`src/rtl/timer_pkg.sv`:
```
`default_nettype none
package timer_pkg;
   localparam int ADDR_W = 6;
   localparam int DATA_W = 32;
   localparam int IDX_W  = 4;
   // Word index of each byte register (byte address = 4 * index)
   localparam logic [IDX_W-1:0] IDX_CTRL_ONE  = 4'h0;
   localparam logic [IDX_W-1:0] IDX_CTRL_TWO  = 4'h1;
   localparam logic [IDX_W-1:0] IDX_STATUS    = 4'h2;
   localparam logic [IDX_W-1:0] IDX_CAP1_HIGH = 4'h3;
   localparam logic [IDX_W-1:0] IDX_CAP1_LOW  = 4'h4;
   localparam logic [IDX_W-1:0] IDX_CMP1_HIGH = 4'h5;
   localparam logic [IDX_W-1:0] IDX_CMP1_LOW  = 4'h6;
   localparam logic [IDX_W-1:0] IDX_CNT_HIGH  = 4'h7;
   localparam logic [IDX_W-1:0] IDX_CNT_LOW   = 4'h8;
   localparam logic [IDX_W-1:0] IDX_SHD_HIGH  = 4'h9;
   localparam logic [IDX_W-1:0] IDX_SHD_LOW   = 4'hA;
   localparam logic [IDX_W-1:0] IDX_CAP2_HIGH = 4'hB;
   localparam logic [IDX_W-1:0] IDX_CAP2_LOW  = 4'hC;
   localparam logic [IDX_W-1:0] IDX_CMP2_HIGH = 4'hD;
   localparam logic [IDX_W-1:0] IDX_CMP2_LOW  = 4'hE;
   localparam logic [IDX_W-1:0] IDX_LAST      = 4'hE;
   // Control register one bits
   localparam int C1_CAP_IE  = 7;
   localparam int C1_CMP_IE  = 6;
   localparam int C1_OVF_IE  = 5;
   localparam int C1_OLVL2   = 2;
   localparam int C1_IEDG1   = 1;
   localparam int C1_OLVL1   = 0;
   // Control register two bits
   localparam int C2_OC1E    = 7;
   localparam int C2_OC2E    = 6;
   localparam int C2_PWM     = 5;
   localparam int C2_OPM     = 4;
   localparam int C2_CC_LSB  = 2;
   localparam int C2_IEDG2   = 1;
   localparam int C2_EXTERNAL_CLOCK_EDGE_SELECT   = 0;
   // Status register bits
   localparam int SR_ICF1    = 7;
   localparam int SR_OCF1    = 6;
   localparam int SR_TOF     = 5;
   localparam int SR_ICF2    = 4;
   localparam int SR_OCF2    = 3;
   localparam logic [7:0]  CTRL_RESET   = 8'h00;
   localparam logic [15:0] COUNT_RELOAD = 16'hFFFC;
   localparam logic [15:0] COUNT_TOP    = 16'hFFFF;
   localparam logic [15:0] CMP_RESET    = 16'h8000;
   localparam logic [1:0]  CLK_DIV2     = 2'h0;
   localparam logic [1:0]  CLK_DIV4     = 2'h1;
   localparam logic [1:0]  CLK_DIV8     = 2'h2;
   localparam logic [1:0]  CLK_EXT      = 2'h3;
   localparam logic [2:0]  MASK_DIV2    = 3'h1;
   localparam logic [2:0]  MASK_DIV4    = 3'h3;
   localparam logic [2:0]  MASK_DIV8    = 3'h7;
   localparam logic [1:0]  RESP_OKAY    = 2'h0;
   localparam logic [1:0]  RESP_DECERR  = 2'h3;

   typedef struct packed {
      logic              awvalid;
      logic [ADDR_W-1:0] awaddr;
      logic              wvalid;
      logic [DATA_W-1:0] wdata;
      logic [3:0]        wstrb;
      logic              bready;
      logic              arvalid;
      logic [ADDR_W-1:0] araddr;
      logic              rready;
   } axi_req_t;

   typedef struct packed {
      logic              awready;
      logic              wready;
      logic              bvalid;
      logic [1:0]        bresp;
      logic              arready;
      logic              rvalid;
      logic [DATA_W-1:0] rdata;
      logic [1:0]        rresp;
   } axi_rsp_t;
endpackage
`default_nettype wire
```
`src/rtl/free_timer.sv`:
```
`timescale 1ns/10ps
`default_nettype none
module free_timer (
   input  wire logic               ref_clk_i,
   input  wire logic               rstn_i,
   input  wire timer_pkg::axi_req_t bus_req_i,
   output timer_pkg::axi_rsp_t     bus_rsp_o,
   input  wire logic               irq_mask_i,
   input  wire logic               halt_i,
   input  wire logic               external_clock_pin_i,
   input  wire logic [1:0]         capture_input_pin_i,
   output logic [1:0]              compare_output_pin_o,
   output logic [1:0]              compare_output_enable_o,
   output logic                    timer_irq_o
);

   function automatic logic edge_hit(input logic prev, input logic cur, input logic rise);
      edge_hit = rise ? (!prev && cur) : (prev && !cur);
   endfunction

   // Flag bits that an access to a given register may clear
   function automatic logic [7:0] clear_bits(input logic [timer_pkg::IDX_W-1:0] idx);
      logic [7:0] b;
      b = 8'h00;
      case (idx)
         timer_pkg::IDX_CNT_LOW: begin
            b[timer_pkg::SR_TOF] = 1'b1;
         end
         timer_pkg::IDX_CAP1_LOW: begin
            b[timer_pkg::SR_ICF1] = 1'b1;
         end
         timer_pkg::IDX_CAP2_LOW: begin
            b[timer_pkg::SR_ICF2] = 1'b1;
         end
         timer_pkg::IDX_CMP1_LOW: begin
            b[timer_pkg::SR_OCF1] = 1'b1;
         end
         timer_pkg::IDX_CMP2_LOW: begin
            b[timer_pkg::SR_OCF2] = 1'b1;
         end
         default: begin
            b = 8'h00;
         end
      endcase
      clear_bits = b;
   endfunction

   logic [7:0]  ctrl_one_q;
   logic [7:0]  ctrl_two_q;
   logic [7:0]  status_q;
   logic [7:0]  status_d;
   logic [7:0]  arm_q;
   logic [7:0]  set_vec;
   logic [7:0]  clr_vec;
   logic [15:0] count_q;
   logic [2:0]  pre_q;
   logic [2:0]  pre_mask;
   logic        tick;
   logic        count_reload;
   logic [7:0]  snap_q;
   logic        snap_valid_q;
   logic [15:0] cap_q [2];
   logic [15:0] cmp_q [2];
   logic [1:0]  cap_block_q;
   logic [1:0]  cmp_hold_q;
   logic [1:0]  cap_edge;
   logic [1:0]  cap_go;
   logic [1:0]  cmp_match;
   logic [1:0]  cap_edge_sel;
   logic [1:0]  cmp_level;
   logic [1:0]  cmp_oe;
   logic [2:0]  sync1_q;
   logic [2:0]  sync2_q;
   logic [2:0]  sync3_q;
   logic        ext_edge;
   logic        pulse_mode;
   logic        aw_rdy_q;
   logic        bvalid_q;
   logic [1:0]  bresp_q;
   logic        ar_rdy_q;
   logic        rvalid_q;
   logic [31:0] rdata_q;
   logic [1:0]  rresp_q;
   logic [1:0]  pin_q;
   logic [1:0]  oe_q;
   logic        irq_q;
   logic        wr_go;
   logic        rd_go;
   logic        wr_byte;
   logic [timer_pkg::IDX_W-1:0] widx;
   logic [timer_pkg::IDX_W-1:0] ridx;
   logic [7:0]  wbyte;
   logic [7:0]  rd_byte;
   logic        rd_hit;

   assign widx    = bus_req_i.awaddr[timer_pkg::ADDR_W-1:2];
   assign ridx    = bus_req_i.araddr[timer_pkg::ADDR_W-1:2];
   assign wbyte   = bus_req_i.wdata[7:0];
   assign wr_go   = aw_rdy_q;
   assign rd_go   = ar_rdy_q;
   assign wr_byte = wr_go && bus_req_i.wstrb[0];

   assign cap_edge_sel = {ctrl_two_q[timer_pkg::C2_IEDG2], ctrl_one_q[timer_pkg::C1_IEDG1]};
   assign cmp_level    = {ctrl_one_q[timer_pkg::C1_OLVL2], ctrl_one_q[timer_pkg::C1_OLVL1]};
   assign cmp_oe       = {ctrl_two_q[timer_pkg::C2_OC2E], ctrl_two_q[timer_pkg::C2_OC1E]};
   assign pulse_mode   = ctrl_two_q[timer_pkg::C2_OPM] || ctrl_two_q[timer_pkg::C2_PWM];

   // Pin synchronisers: bit 2 external clock, bits 1:0 capture pins
   always_ff @(posedge ref_clk_i) begin
      if (!rstn_i) begin
         sync1_q <= 3'h0;
         sync2_q <= 3'h0;
         sync3_q <= 3'h0;
      end else begin
         sync1_q <= {external_clock_pin_i, capture_input_pin_i};
         sync2_q <= sync1_q;
         sync3_q <= sync2_q;
      end
   end

   // Timer tick selection
   always_comb begin
      case (ctrl_two_q[timer_pkg::C2_CC_LSB +: 2])
         timer_pkg::CLK_DIV2: pre_mask = timer_pkg::MASK_DIV2;
         timer_pkg::CLK_DIV4: pre_mask = timer_pkg::MASK_DIV4;
         timer_pkg::CLK_DIV8: pre_mask = timer_pkg::MASK_DIV8;
         default:             pre_mask = timer_pkg::MASK_DIV8;
      endcase
   end

   // Active external edge; source keeps edges five clocks apart
   assign ext_edge = edge_hit(sync3_q[2], sync2_q[2], ctrl_two_q[timer_pkg::C2_EXTERNAL_CLOCK_EDGE_SELECT]);

   always_comb begin
      if (halt_i) begin
         tick = 1'b0;
      end else if (ctrl_two_q[timer_pkg::C2_CC_LSB +: 2] == timer_pkg::CLK_EXT) begin
         tick = ext_edge;
      end else begin
         tick = ((pre_q & pre_mask) == pre_mask);
      end
   end

   always_ff @(posedge ref_clk_i) begin
      if (!rstn_i) begin
         pre_q <= 3'h0;
      end else if (!halt_i) begin
         pre_q <= pre_q + 3'h1;
      end
   end

   // Free-running counter
   assign count_reload = wr_go && (widx == timer_pkg::IDX_CNT_LOW || widx == timer_pkg::IDX_SHD_LOW);

   always_ff @(posedge ref_clk_i) begin
      if (!rstn_i) begin
         count_q <= timer_pkg::COUNT_RELOAD;
      end else if (count_reload) begin
         count_q <= timer_pkg::COUNT_RELOAD;
      end else if (tick) begin
         count_q <= count_q + 16'h0001;
      end
   end

   // Low byte snapshot for the high-then-low read sequence
   always_ff @(posedge ref_clk_i) begin
      if (!rstn_i) begin
         snap_q       <= 8'h00;
         snap_valid_q <= 1'b0;
      end else if (rd_go && (ridx == timer_pkg::IDX_CNT_LOW || ridx == timer_pkg::IDX_SHD_LOW)) begin
         snap_valid_q <= 1'b0;
      end else if (rd_go && (ridx == timer_pkg::IDX_CNT_HIGH || ridx == timer_pkg::IDX_SHD_HIGH)
                   && !snap_valid_q) begin
         snap_q       <= count_q[7:0];
         snap_valid_q <= 1'b1;
      end
   end

   // Capture and compare events
   always_comb begin
      for (int i = 0; i < 2; i++) begin
         cap_edge[i]  = edge_hit(sync3_q[i], sync2_q[i], cap_edge_sel[i]);
         cap_go[i]    = cap_edge[i] && !cap_block_q[i] && !(i == 0 && pulse_mode);
         cmp_match[i] = tick && !cmp_hold_q[i] && (count_q == cmp_q[i]);
      end
   end

   always_ff @(posedge ref_clk_i) begin
      if (!rstn_i) begin
         cap_q[0] <= 16'h0000;
         cap_q[1] <= 16'h0000;
      end else begin
         for (int i = 0; i < 2; i++) begin
            if (cap_go[i]) begin
               cap_q[i] <= count_q;
            end
         end
      end
   end

   always_ff @(posedge ref_clk_i) begin
      if (!rstn_i) begin
         cap_block_q <= 2'h0;
      end else if (rd_go) begin
         if (ridx == timer_pkg::IDX_CAP1_HIGH) cap_block_q[0] <= 1'b1;
         if (ridx == timer_pkg::IDX_CAP1_LOW)  cap_block_q[0] <= 1'b0;
         if (ridx == timer_pkg::IDX_CAP2_HIGH) cap_block_q[1] <= 1'b1;
         if (ridx == timer_pkg::IDX_CAP2_LOW)  cap_block_q[1] <= 1'b0;
      end
   end

   // Compare registers, written only by software
   always_ff @(posedge ref_clk_i) begin
      if (!rstn_i) begin
         cmp_q[0]   <= timer_pkg::CMP_RESET;
         cmp_q[1]   <= timer_pkg::CMP_RESET;
         cmp_hold_q <= 2'h0;
      end else if (wr_byte) begin
         case (widx)
            timer_pkg::IDX_CMP1_HIGH: begin
               cmp_q[0][15:8] <= wbyte;
               cmp_hold_q[0]  <= 1'b1;
            end
            timer_pkg::IDX_CMP1_LOW: begin
               cmp_q[0][7:0]  <= wbyte;
               cmp_hold_q[0]  <= 1'b0;
            end
            timer_pkg::IDX_CMP2_HIGH: begin
               cmp_q[1][15:8] <= wbyte;
               cmp_hold_q[1]  <= 1'b1;
            end
            timer_pkg::IDX_CMP2_LOW: begin
               cmp_q[1][7:0]  <= wbyte;
               cmp_hold_q[1]  <= 1'b0;
            end
            default: begin
               cmp_hold_q <= cmp_hold_q;
            end
         endcase
      end
   end

   always_ff @(posedge ref_clk_i) begin
      if (!rstn_i) begin
         pin_q <= 2'h0;
         oe_q  <= 2'h0;
      end else begin
         oe_q <= cmp_oe;
         for (int i = 0; i < 2; i++) begin
            if (cmp_match[i] && cmp_oe[i]) begin
               pin_q[i] <= cmp_level[i];
            end
         end
      end
   end

   // Control registers
   always_ff @(posedge ref_clk_i) begin
      if (!rstn_i) begin
         ctrl_one_q <= timer_pkg::CTRL_RESET;
         ctrl_two_q <= timer_pkg::CTRL_RESET;
      end else if (wr_byte) begin
         if (widx == timer_pkg::IDX_CTRL_ONE) ctrl_one_q <= wbyte;
         if (widx == timer_pkg::IDX_CTRL_TWO) ctrl_two_q <= wbyte;
      end
   end

   // Status flags: set wins over clear
   always_comb begin
      set_vec = 8'h00;
      set_vec[timer_pkg::SR_TOF]  = tick && (count_q == timer_pkg::COUNT_TOP) && !count_reload;
      set_vec[timer_pkg::SR_ICF1] = cap_go[0];
      set_vec[timer_pkg::SR_ICF2] = cap_go[1];
      set_vec[timer_pkg::SR_OCF1] = cmp_match[0];
      set_vec[timer_pkg::SR_OCF2] = cmp_match[1];
      clr_vec = 8'h00;
      if (wr_go) begin
         clr_vec = clr_vec | clear_bits(widx);
      end
      if (rd_go) begin
         clr_vec = clr_vec | clear_bits(ridx);
      end
      clr_vec  = clr_vec & arm_q;
      status_d = (status_q & ~clr_vec) | set_vec;
   end

   always_ff @(posedge ref_clk_i) begin
      if (!rstn_i) begin
         status_q <= 8'h00;
         arm_q    <= 8'h00;
      end else begin
         status_q <= status_d;
         if (rd_go && ridx == timer_pkg::IDX_STATUS) begin
            arm_q <= status_q;
         end else begin
            arm_q <= arm_q & ~clr_vec;
         end
      end
   end

   // Single interrupt line, pending flags held until enabled and unmasked
   always_ff @(posedge ref_clk_i) begin
      if (!rstn_i) begin
         irq_q <= 1'b0;
      end else begin
         irq_q <= !irq_mask_i && (
                  (status_q[timer_pkg::SR_TOF] && ctrl_one_q[timer_pkg::C1_OVF_IE])
               || ((status_q[timer_pkg::SR_ICF1] || status_q[timer_pkg::SR_ICF2])
                   && ctrl_one_q[timer_pkg::C1_CAP_IE])
               || ((status_q[timer_pkg::SR_OCF1] || status_q[timer_pkg::SR_OCF2])
                   && ctrl_one_q[timer_pkg::C1_CMP_IE]));
      end
   end

   // Read data mux
   always_comb begin
      rd_hit  = 1'b1;
      rd_byte = 8'h00;
      case (ridx)
         timer_pkg::IDX_CTRL_ONE:  rd_byte = ctrl_one_q;
         timer_pkg::IDX_CTRL_TWO:  rd_byte = ctrl_two_q;
         timer_pkg::IDX_STATUS:    rd_byte = status_q;
         timer_pkg::IDX_CAP1_HIGH: rd_byte = cap_q[0][15:8];
         timer_pkg::IDX_CAP1_LOW:  rd_byte = cap_q[0][7:0];
         timer_pkg::IDX_CMP1_HIGH: rd_byte = cmp_q[0][15:8];
         timer_pkg::IDX_CMP1_LOW:  rd_byte = cmp_q[0][7:0];
         timer_pkg::IDX_CNT_HIGH:  rd_byte = count_q[15:8];
         timer_pkg::IDX_SHD_HIGH:  rd_byte = count_q[15:8];
         timer_pkg::IDX_CNT_LOW:   rd_byte = snap_valid_q ? snap_q : count_q[7:0];
         timer_pkg::IDX_SHD_LOW:   rd_byte = snap_valid_q ? snap_q : count_q[7:0];
         timer_pkg::IDX_CAP2_HIGH: rd_byte = cap_q[1][15:8];
         timer_pkg::IDX_CAP2_LOW:  rd_byte = cap_q[1][7:0];
         timer_pkg::IDX_CMP2_HIGH: rd_byte = cmp_q[1][15:8];
         timer_pkg::IDX_CMP2_LOW:  rd_byte = cmp_q[1][7:0];
         default:                  rd_hit  = 1'b0;
      endcase
   end

   // AXI4-Lite write channel
   always_ff @(posedge ref_clk_i) begin
      if (!rstn_i) begin
         aw_rdy_q <= 1'b0;
         bvalid_q <= 1'b0;
         bresp_q  <= timer_pkg::RESP_OKAY;
      end else begin
         aw_rdy_q <= bus_req_i.awvalid && bus_req_i.wvalid && !aw_rdy_q && !bvalid_q;
         if (aw_rdy_q) begin
            bvalid_q <= 1'b1;
            bresp_q  <= (widx <= timer_pkg::IDX_LAST) ? timer_pkg::RESP_OKAY
                                                       : timer_pkg::RESP_DECERR;
         end else if (bus_req_i.bready) begin
            bvalid_q <= 1'b0;
         end
      end
   end

   // AXI4-Lite read channel
   always_ff @(posedge ref_clk_i) begin
      if (!rstn_i) begin
         ar_rdy_q <= 1'b0;
         rvalid_q <= 1'b0;
         rdata_q  <= 32'h00000000;
         rresp_q  <= timer_pkg::RESP_OKAY;
      end else begin
         ar_rdy_q <= bus_req_i.arvalid && !ar_rdy_q && !rvalid_q;
         if (ar_rdy_q) begin
            rvalid_q <= 1'b1;
            rdata_q  <= {24'h000000, rd_byte};
            rresp_q  <= rd_hit ? timer_pkg::RESP_OKAY : timer_pkg::RESP_DECERR;
         end else if (bus_req_i.rready) begin
            rvalid_q <= 1'b0;
         end
      end
   end

   always_comb begin
      bus_rsp_o.awready = aw_rdy_q;
      bus_rsp_o.wready  = aw_rdy_q;
      bus_rsp_o.bvalid  = bvalid_q;
      bus_rsp_o.bresp   = bresp_q;
      bus_rsp_o.arready = ar_rdy_q;
      bus_rsp_o.rvalid  = rvalid_q;
      bus_rsp_o.rdata   = rdata_q;
      bus_rsp_o.rresp   = rresp_q;
   end

   assign compare_output_pin_o    = pin_q;
   assign compare_output_enable_o = oe_q;
   assign timer_irq_o             = irq_q;

endmodule // free_timer
`default_nettype wire

```
`config.mk`:
```
export PLATFORM = sky130hd
export DESIGN_NAME = free_timer
export DESIGN_NICKNAME = d
export VERILOG_FILES = /design/src/rtl/timer_pkg.sv /design/src/rtl/free_timer.sv
export SDC_FILE = /design/constraint.sdc
export NUM_CORES = 1
export LEC_CHECK = 0
export BUFFER_PORTS_ARGS = -buffer_cell sky130_fd_sc_hd__buf_2
export CORE_ASPECT_RATIO = 0.9
export CORE_MARGIN = 4
export CORE_UTILIZATION = 51
export CTS_CLUSTER_DIAMETER = 100
export DETAILED_ROUTE_END_ITERATION = 10
export GPL_ROUTABILITY_DRIVEN = 0
export PLACE_DENSITY = 0.82
export SLEW_MARGIN = 20
export SYNTH_ARGS = -nofsm -noshare
export SYNTH_HDL_FRONTEND = slang
export SYNTH_SLANG_ARGS = --single-unit
```
`constraint.sdc`:
```
create_clock -name ref_clk_i -period 2.5 [get_ports ref_clk_i]
set_clock_uncertainty 0.1 [all_clocks]
set_input_delay 0 -clock ref_clk_i [delete_from_list [all_inputs] [get_ports ref_clk_i]]
set_output_delay 0 -clock ref_clk_i [all_outputs]
set_load 0.01 [all_outputs]
```
==> flow_summary.ini, run 1 <==
[sta]
min_period_over_period = 0.939
drv_slew = 0
setup_viol = 0
fin_tns_setup_ns = 0
min_period_ns = 2.35
finalHoldViolations = 0
slew_headroom = 0.480
fmax_mhz = 426
worst_slew_pin_slew_ns = 0.777
rsz0062_at_grt = no

[synthesis]
synth_edf_count = 64
netlist_instances = 722
yosysSeqAreaShare = 0.499
yosysMostFrequentCell = dfxtp_1
yosysTopAreaCellShare = 0.263
synth_cell_types = 66
synth_top_area_cell = edfxtp_1
synth_warnings = 0
syn_avg_cell_area_um2 = 10.1
synth_top_cells_by_count = 86 x dfxtp_1, 64 x edfxtp_1, 54 x nor2_1
synth.cell_area_um2 = 7300
yosys_register_bits = 150
async_flop_share = 0
synthTopCellsByArea = edfxtp_1 26%, dfxtp_1 24%, mux2i_1 6.0%
synth_flop_cell = dfxtp_1

[final_layout]
n_fill_cell = 1112
fin_nets = 846
area_growth_pct = 15.6
final_area_um2 = 8440
drive_gt1_frac = 0.153

[global_route]
grt-ovfl-total = 0
track_usage = 0.260
grt_pass1_wl_um = 32000
grt_pass1_vias = 5651
grt_max_degree = 47
grt_antenna_before_repair = 0

[detailed_routing]
vias = 6065
wl_per_cell_um = 21.0
drc = 0
drt_wl_total_um = 20800
dr.pass1.iters = 6
drt_iter0_markers = 993
drtAntennaViolNets = 0
viasPerCell = 6.11

[place]
place_area_um2 = 7630
portBuffers = 50
dpl.hpwl_um = 14400

[flow_run]
cap_viol_max_count = 0

[worst_setup_path]
cp_data_arrival_time_ns = 2.60
start_kind = flop
required_ns = 2.75
path_class = reg2reg
reg2reg_slack_ns = 0.15
endpoint_kind = flop
path_max_fanout = 12

[clocking]
clkTransAtPathRegs_ns = 0.06
postCtsHoldBufs = 26
cts_tree = built
cts-resized-gates = 0
cts_root_buf = clkbuf_16
cts_sinks = 150
cts_setup_buffers = 0
cts_buffers = 17
clkLatencyLatePin_ns = 0.43
ctsLongestPathBuffers = 2
cts_max_level = 4

[pwr]
leakagePower_nw = 3.37
power.density_nw_per_um2 = 651
p_sw_frac = 0.246
p_clk_frac = 0.433
comb_power_share = 0.078
vdd_ir_drop_max_v = 0.000474
p_int_mw = 4.14
p_switching_mw = 1.35
seqPwrFrac = 0.488

[floorplanning]
num_rows = 41
num_io_pins = 106
dieArea_um2 = 16300
die_h_um = 122
die_w_um = 134
start_util = 0.521
core_um2 = 14000

[outcome]
run_status = completed

[hold_path]
hp-class = in2reg
-- final cells by class --
| type | instances | area [µm²] | share of cell area |
|---|---|---|---|
| antenna | 2 | 5.00 | 0.000593 |
| clock buffer | 21 | 472 | 0.0559 |
| clock inverter | 11 | 71.3 | 0.00845 |
| inverter | 10 | 37.5 | 0.00445 |
| multi-input combinational | 503 | 3260 | 0.387 |
| sequential | 150 | 3640 | 0.432 |
| tap | 193 | 241 | 0.0286 |
| timing repair buffer | 102 | 706 | 0.0836 |
-- cells by family after synthesis --
family                     share of synthesized area
AOI/OAI and AO/OA                              0.109
xor gates and xnor gates                      0.0540
adders and majority gates                    0.00343
buffers and inverters                         0.0667
DFF                                            0.499
muxes                                         0.0742
other                                       0.000514
and+or+nand+nor                                0.193
-- stage by stage --
stage | hold WS (ns) | total power [mW] | setup WS (ns) | std cells | util
floorplan | -0.0220 | 2.99 | 0.374 | 745 | -
global placement | 0.103 | 3.10 | 0.275 | 932 | 0.545
detailed placement | 0.105 | 3.11 | 0.255 | 932 | 0.545
CTS | 0.0961 | 5.47 | 0.206 | 990 | 0.602
global route | 0.125 | 5.66 | 0.0713 | 990 | 0.602
finish | 0.122 | 5.49 | 0.153 | 992 | 0.603
-- registers in the layout (all words and copies together), names as in the netlist, 3 cells and up --
| name | flops |
|---|---|
| snap_q | 8 |
| pre_q | 3 |
| status_q | 5 |
| cmp_q | 32 |
| arm_q | 5 |
| ctrl_one_q | 8 |
| count_q | 16 |
| sync3_q | 3 |
| cap_q | 32 |
| sync1_q | 3 |
| rdata_q | 8 |
| ctrl_two_q | 8 |
| sync2_q | 3 |
-- critical path, stage by stage, from the launching register on --
cell	delay, ns
dfxtp_1	0.49
inv_2	0.06
o32a_1	0.57
or2_1	0.42
or4b_1	0.54
o21ai_1	0.09
-- per-layer routing --
layer	vias up	GRT usage	wire length [µm]
met5	-	0	0
met4	0	0.101	755
met3	66	0.0958	2870
met2	476	0.383	8960
met1	2855	0.352	8270
li1	2668	-	-
-- cells in the final DEF, fill, tap and decap left out, drive strengths merged, types with 6 or more instances in the layout --
master,synthesis,final
a21oi,23,23
a22oi,9,9
a31oi,11,11
and2,48,48
buf,51,76
clkbuf,31,21
clkinv,0,6
conb,1,24
dfxtp,86,86
dlygate4sd3,0,26
edfxtp,64,64
inv,10,15
mux2i,44,44
nand2,49,49
nand2b,8,8
nand3,20,20
nand4,14,14
nor2,54,54
nor2b,16,16
nor3,13,13
nor4,11,11
o21ai,22,22
xnor2,30,30
xor2,15,15
-- power by group through the flow --
| stage | logic (mW) | clock network (mW) | registers [mW] |
|---|---|---|---|
| after detailed placement | 0.383 | 0 | 2.73 |
| after floorplan | 0.286 | 0 | 2.71 |
| after global placement | 0.376 | 0 | 2.73 |
| after global routing | 0.460 | 2.52 | 2.69 |
| final | 0.431 | 2.38 | 2.68 |
| after CTS | 0.415 | 2.38 | 2.68 |
-- worst paths after layout --
| check | startpoint | endpoint | depth (start not counted) |
|---|---|---|---|
| max | ctrl_two_q[2] | status_q[5] | 5 |
| min | bus_req_i[6] | cap_block_q[0] | 4 |
| max reg2reg | ctrl_two_q[2] | status_q[5] | 5 |
| min reg2reg | sync1_q[1] | sync2_q[1] | 1 |
(Power assumes the default switching activity.)
==> run 2, diff against run 1 <==
--- a/config.mk
+++ b/config.mk
@@ -13,6 +13,7 @@
 export DETAILED_ROUTE_END_ITERATION = 10
 export GPL_ROUTABILITY_DRIVEN = 0
 export PLACE_DENSITY = 0.82
+export SETUP_SLACK_MARGIN = 0.5
 export SLEW_MARGIN = 20
 export SYNTH_ARGS = -nofsm -noshare
 export SYNTH_HDL_FRONTEND = slang
==> run 2 against run 1 <==
Effect of this change:
- total power shrank 0.90%
- via count hardly changed
- count of clock-buffer cells in the layout down 1
- routed wire length is 1.8% higher
==> flow_summary.ini, run 2 (synthesis results as in run 1) <==
[outcome]
run_status = completed

[sta]
rsz0062_at_grt = yes
setup_viol = 0
drv_slew = 0
slew_headroom = 0.479
layout_setup_ws_ns = 0.490
finalHoldViolations = 0
fmax_mhz = 498
min_period_ns = 2.01
fin_tns_setup_ns = 0
worst_slew_pin_slew_ns = 0.774
min_period_over_period = 0.804

[detailed_routing]
drt_iter0_markers = 924
viasPerCell = 6.07
dr.pass1.iters = 8
vias = 6059
wl_per_cell_um = 21.2
drtAntennaViolNets = 0
drt_wl_total_um = 21200
drc = 0

[global_route]
met1_usage = 0.350
grt_antenna_before_repair = 0
grt_pass1_vias = 5520
grt_use_met3 = 0.0920
grt_pass1_wl_um = 32100
grt_max_degree = 47
busiest_layer = met2
grt-ovfl-total = 0
met2_usage = 0.392
track_usage = 0.261

[hold_path]
min_to = rdata_q[0]
hold_start = bus_req_i[5]
hold_path_depth = 3
hp-class = in2reg

[clocking]
cts_root_buf = clkbuf_16
clkTransAtPathRegs_ns = 0.06
cts_max_level = 4
cts_buffers = 17
cts_sinks = 150
clkLatencyLatePin_ns = 0.42
ctsLongestPathBuffers = 2
cts_tree = built

[final_layout]
top_regs = cap_q (32), cmp_q (32), count_q (16)
fin_nets = 853
area_growth_pct = 17.4
final_common_cell = dfxtp_1
layout_common_cells = 70 x dfxtp_1, 64 x edfxtp_1, 54 x nor2_1
drive_gt1_frac = 0.201
final_cells = 999

[worst_setup_path]
crit-reg2reg-launch = pre_q[0]
reg2reg_slack_ns = 0.49
path_cells = a21oi_1 -> o32a_1 -> or2_4 -> nor4_1 -> mux2i_1
path_class = reg2reg
start_kind = flop
required_ns = 2.75
rr_endpoint = count_q[15]
endpoint_kind = flop
cp_data_arrival_time_ns = 2.26
ff2ff_path_depth = 5
crit_path_top_delay_cell = nor4_1
cpPeakStageDelay_ns = 0.45
path_max_fanout = 7

[floorplanning]
num_io_pins = 106
start_util = 0.521
die_w_um = 134
dieArea_um2 = 16300
num_rows = 41
core_um2 = 14000
die_h_um = 122

[place]
dp_slack_ns = 0.276
portBuffers = 50
place_inst = 937
dpl.hpwl_um = 14600

[pwr]
vdd_ir_drop_max_v = 0.000576
power.density_nw_per_um2 = 635
leakagePower_nw = 3.41

[flow_run]
cap_viol_max_count = 0
-- run 2: cell count changes in the layout (fill, tap and decap cells not counted), moves of 2 or more --
cell	before	now
a21oi_4	0	2
buf_4	26	35
clkinv_4	2	4
dfxtp_1	86	70
dfxtp_2	0	14
dfxtp_4	0	2
dlygate4sd3_1	26	24
nor3_1	13	11
nor3_2	0	2
nor4b_1	3	1
nor4b_2	0	2
-- run 2: worst max-delay path, delay by kind of cell (launching register included) --
family          cells  cell delay, ns
simple gates        2            0.76
flops               1            0.36
mux                 1            0.23
compound gates      2            0.49
-- run 2: what timing repair did --
item	CTS	global route
setup endpoints to repair	66	93
hold buffers	24	0
gates resized for setup	15	22
setup buffers	0	4
gates cloned	0	0
hold endpoints to repair	67	0
pin swaps	0	3
-- run 2: area by class of cell --
type                       instances  area [µm²]
timing repair buffer             109         753
fill                            1104        5430
clock buffer                      20         450
antenna                            2        5.00
tap                              193         241
sequential                       150        3670
clock inverter                    12        78.8
multi-input combinational        503        3340
inverter                          10        37.5
-- run 2: worst max path at each step --
stage                             start            to  slack (ns)  depth (start not counted)
after floorplan            snap_valid_q    rdata_q[5]        0.56                          5
after global placement     snap_valid_q    rdata_q[2]        0.34                          5
after detailed placement  ctrl_one_q[1]  cap_q[0][11]        0.28                          4
after CTS                      pre_q[0]   status_q[5]        0.49                          5
after global routing           pre_q[0]   status_q[5]        0.51                          5
final                          pre_q[0]   count_q[15]        0.49                          5
-- run 2: power by group --
part | switching [mW] | internal (mW)
registers | 0.0586 | 2.62
logic | 0.273 | 0.174
clock network | 1.01 | 1.30
-- run 2: routing by layer --
metal,wire (µm),up-vias
met3,2870,71
met1,8270,2855
met2,9310,450
met4,778,0
li1,-,2683
met5,0,-
-- run 2: metrics by stage --
step | instance area, µm² | utilization | hold slack, ns | power, mW
after floorplan | 7390 | - | -0.0220 | 2.99
after global placement | 7660 | 0.547 | 0.0993 | 3.11
after detailed placement | 7660 | 0.547 | 0.101 | 3.12
after CTS | 8470 | 0.605 | 0.0139 | 5.42
after global routing | 8570 | 0.612 | 0.0482 | 5.60
final | 8580 | 0.612 | 0.0394 | 5.45
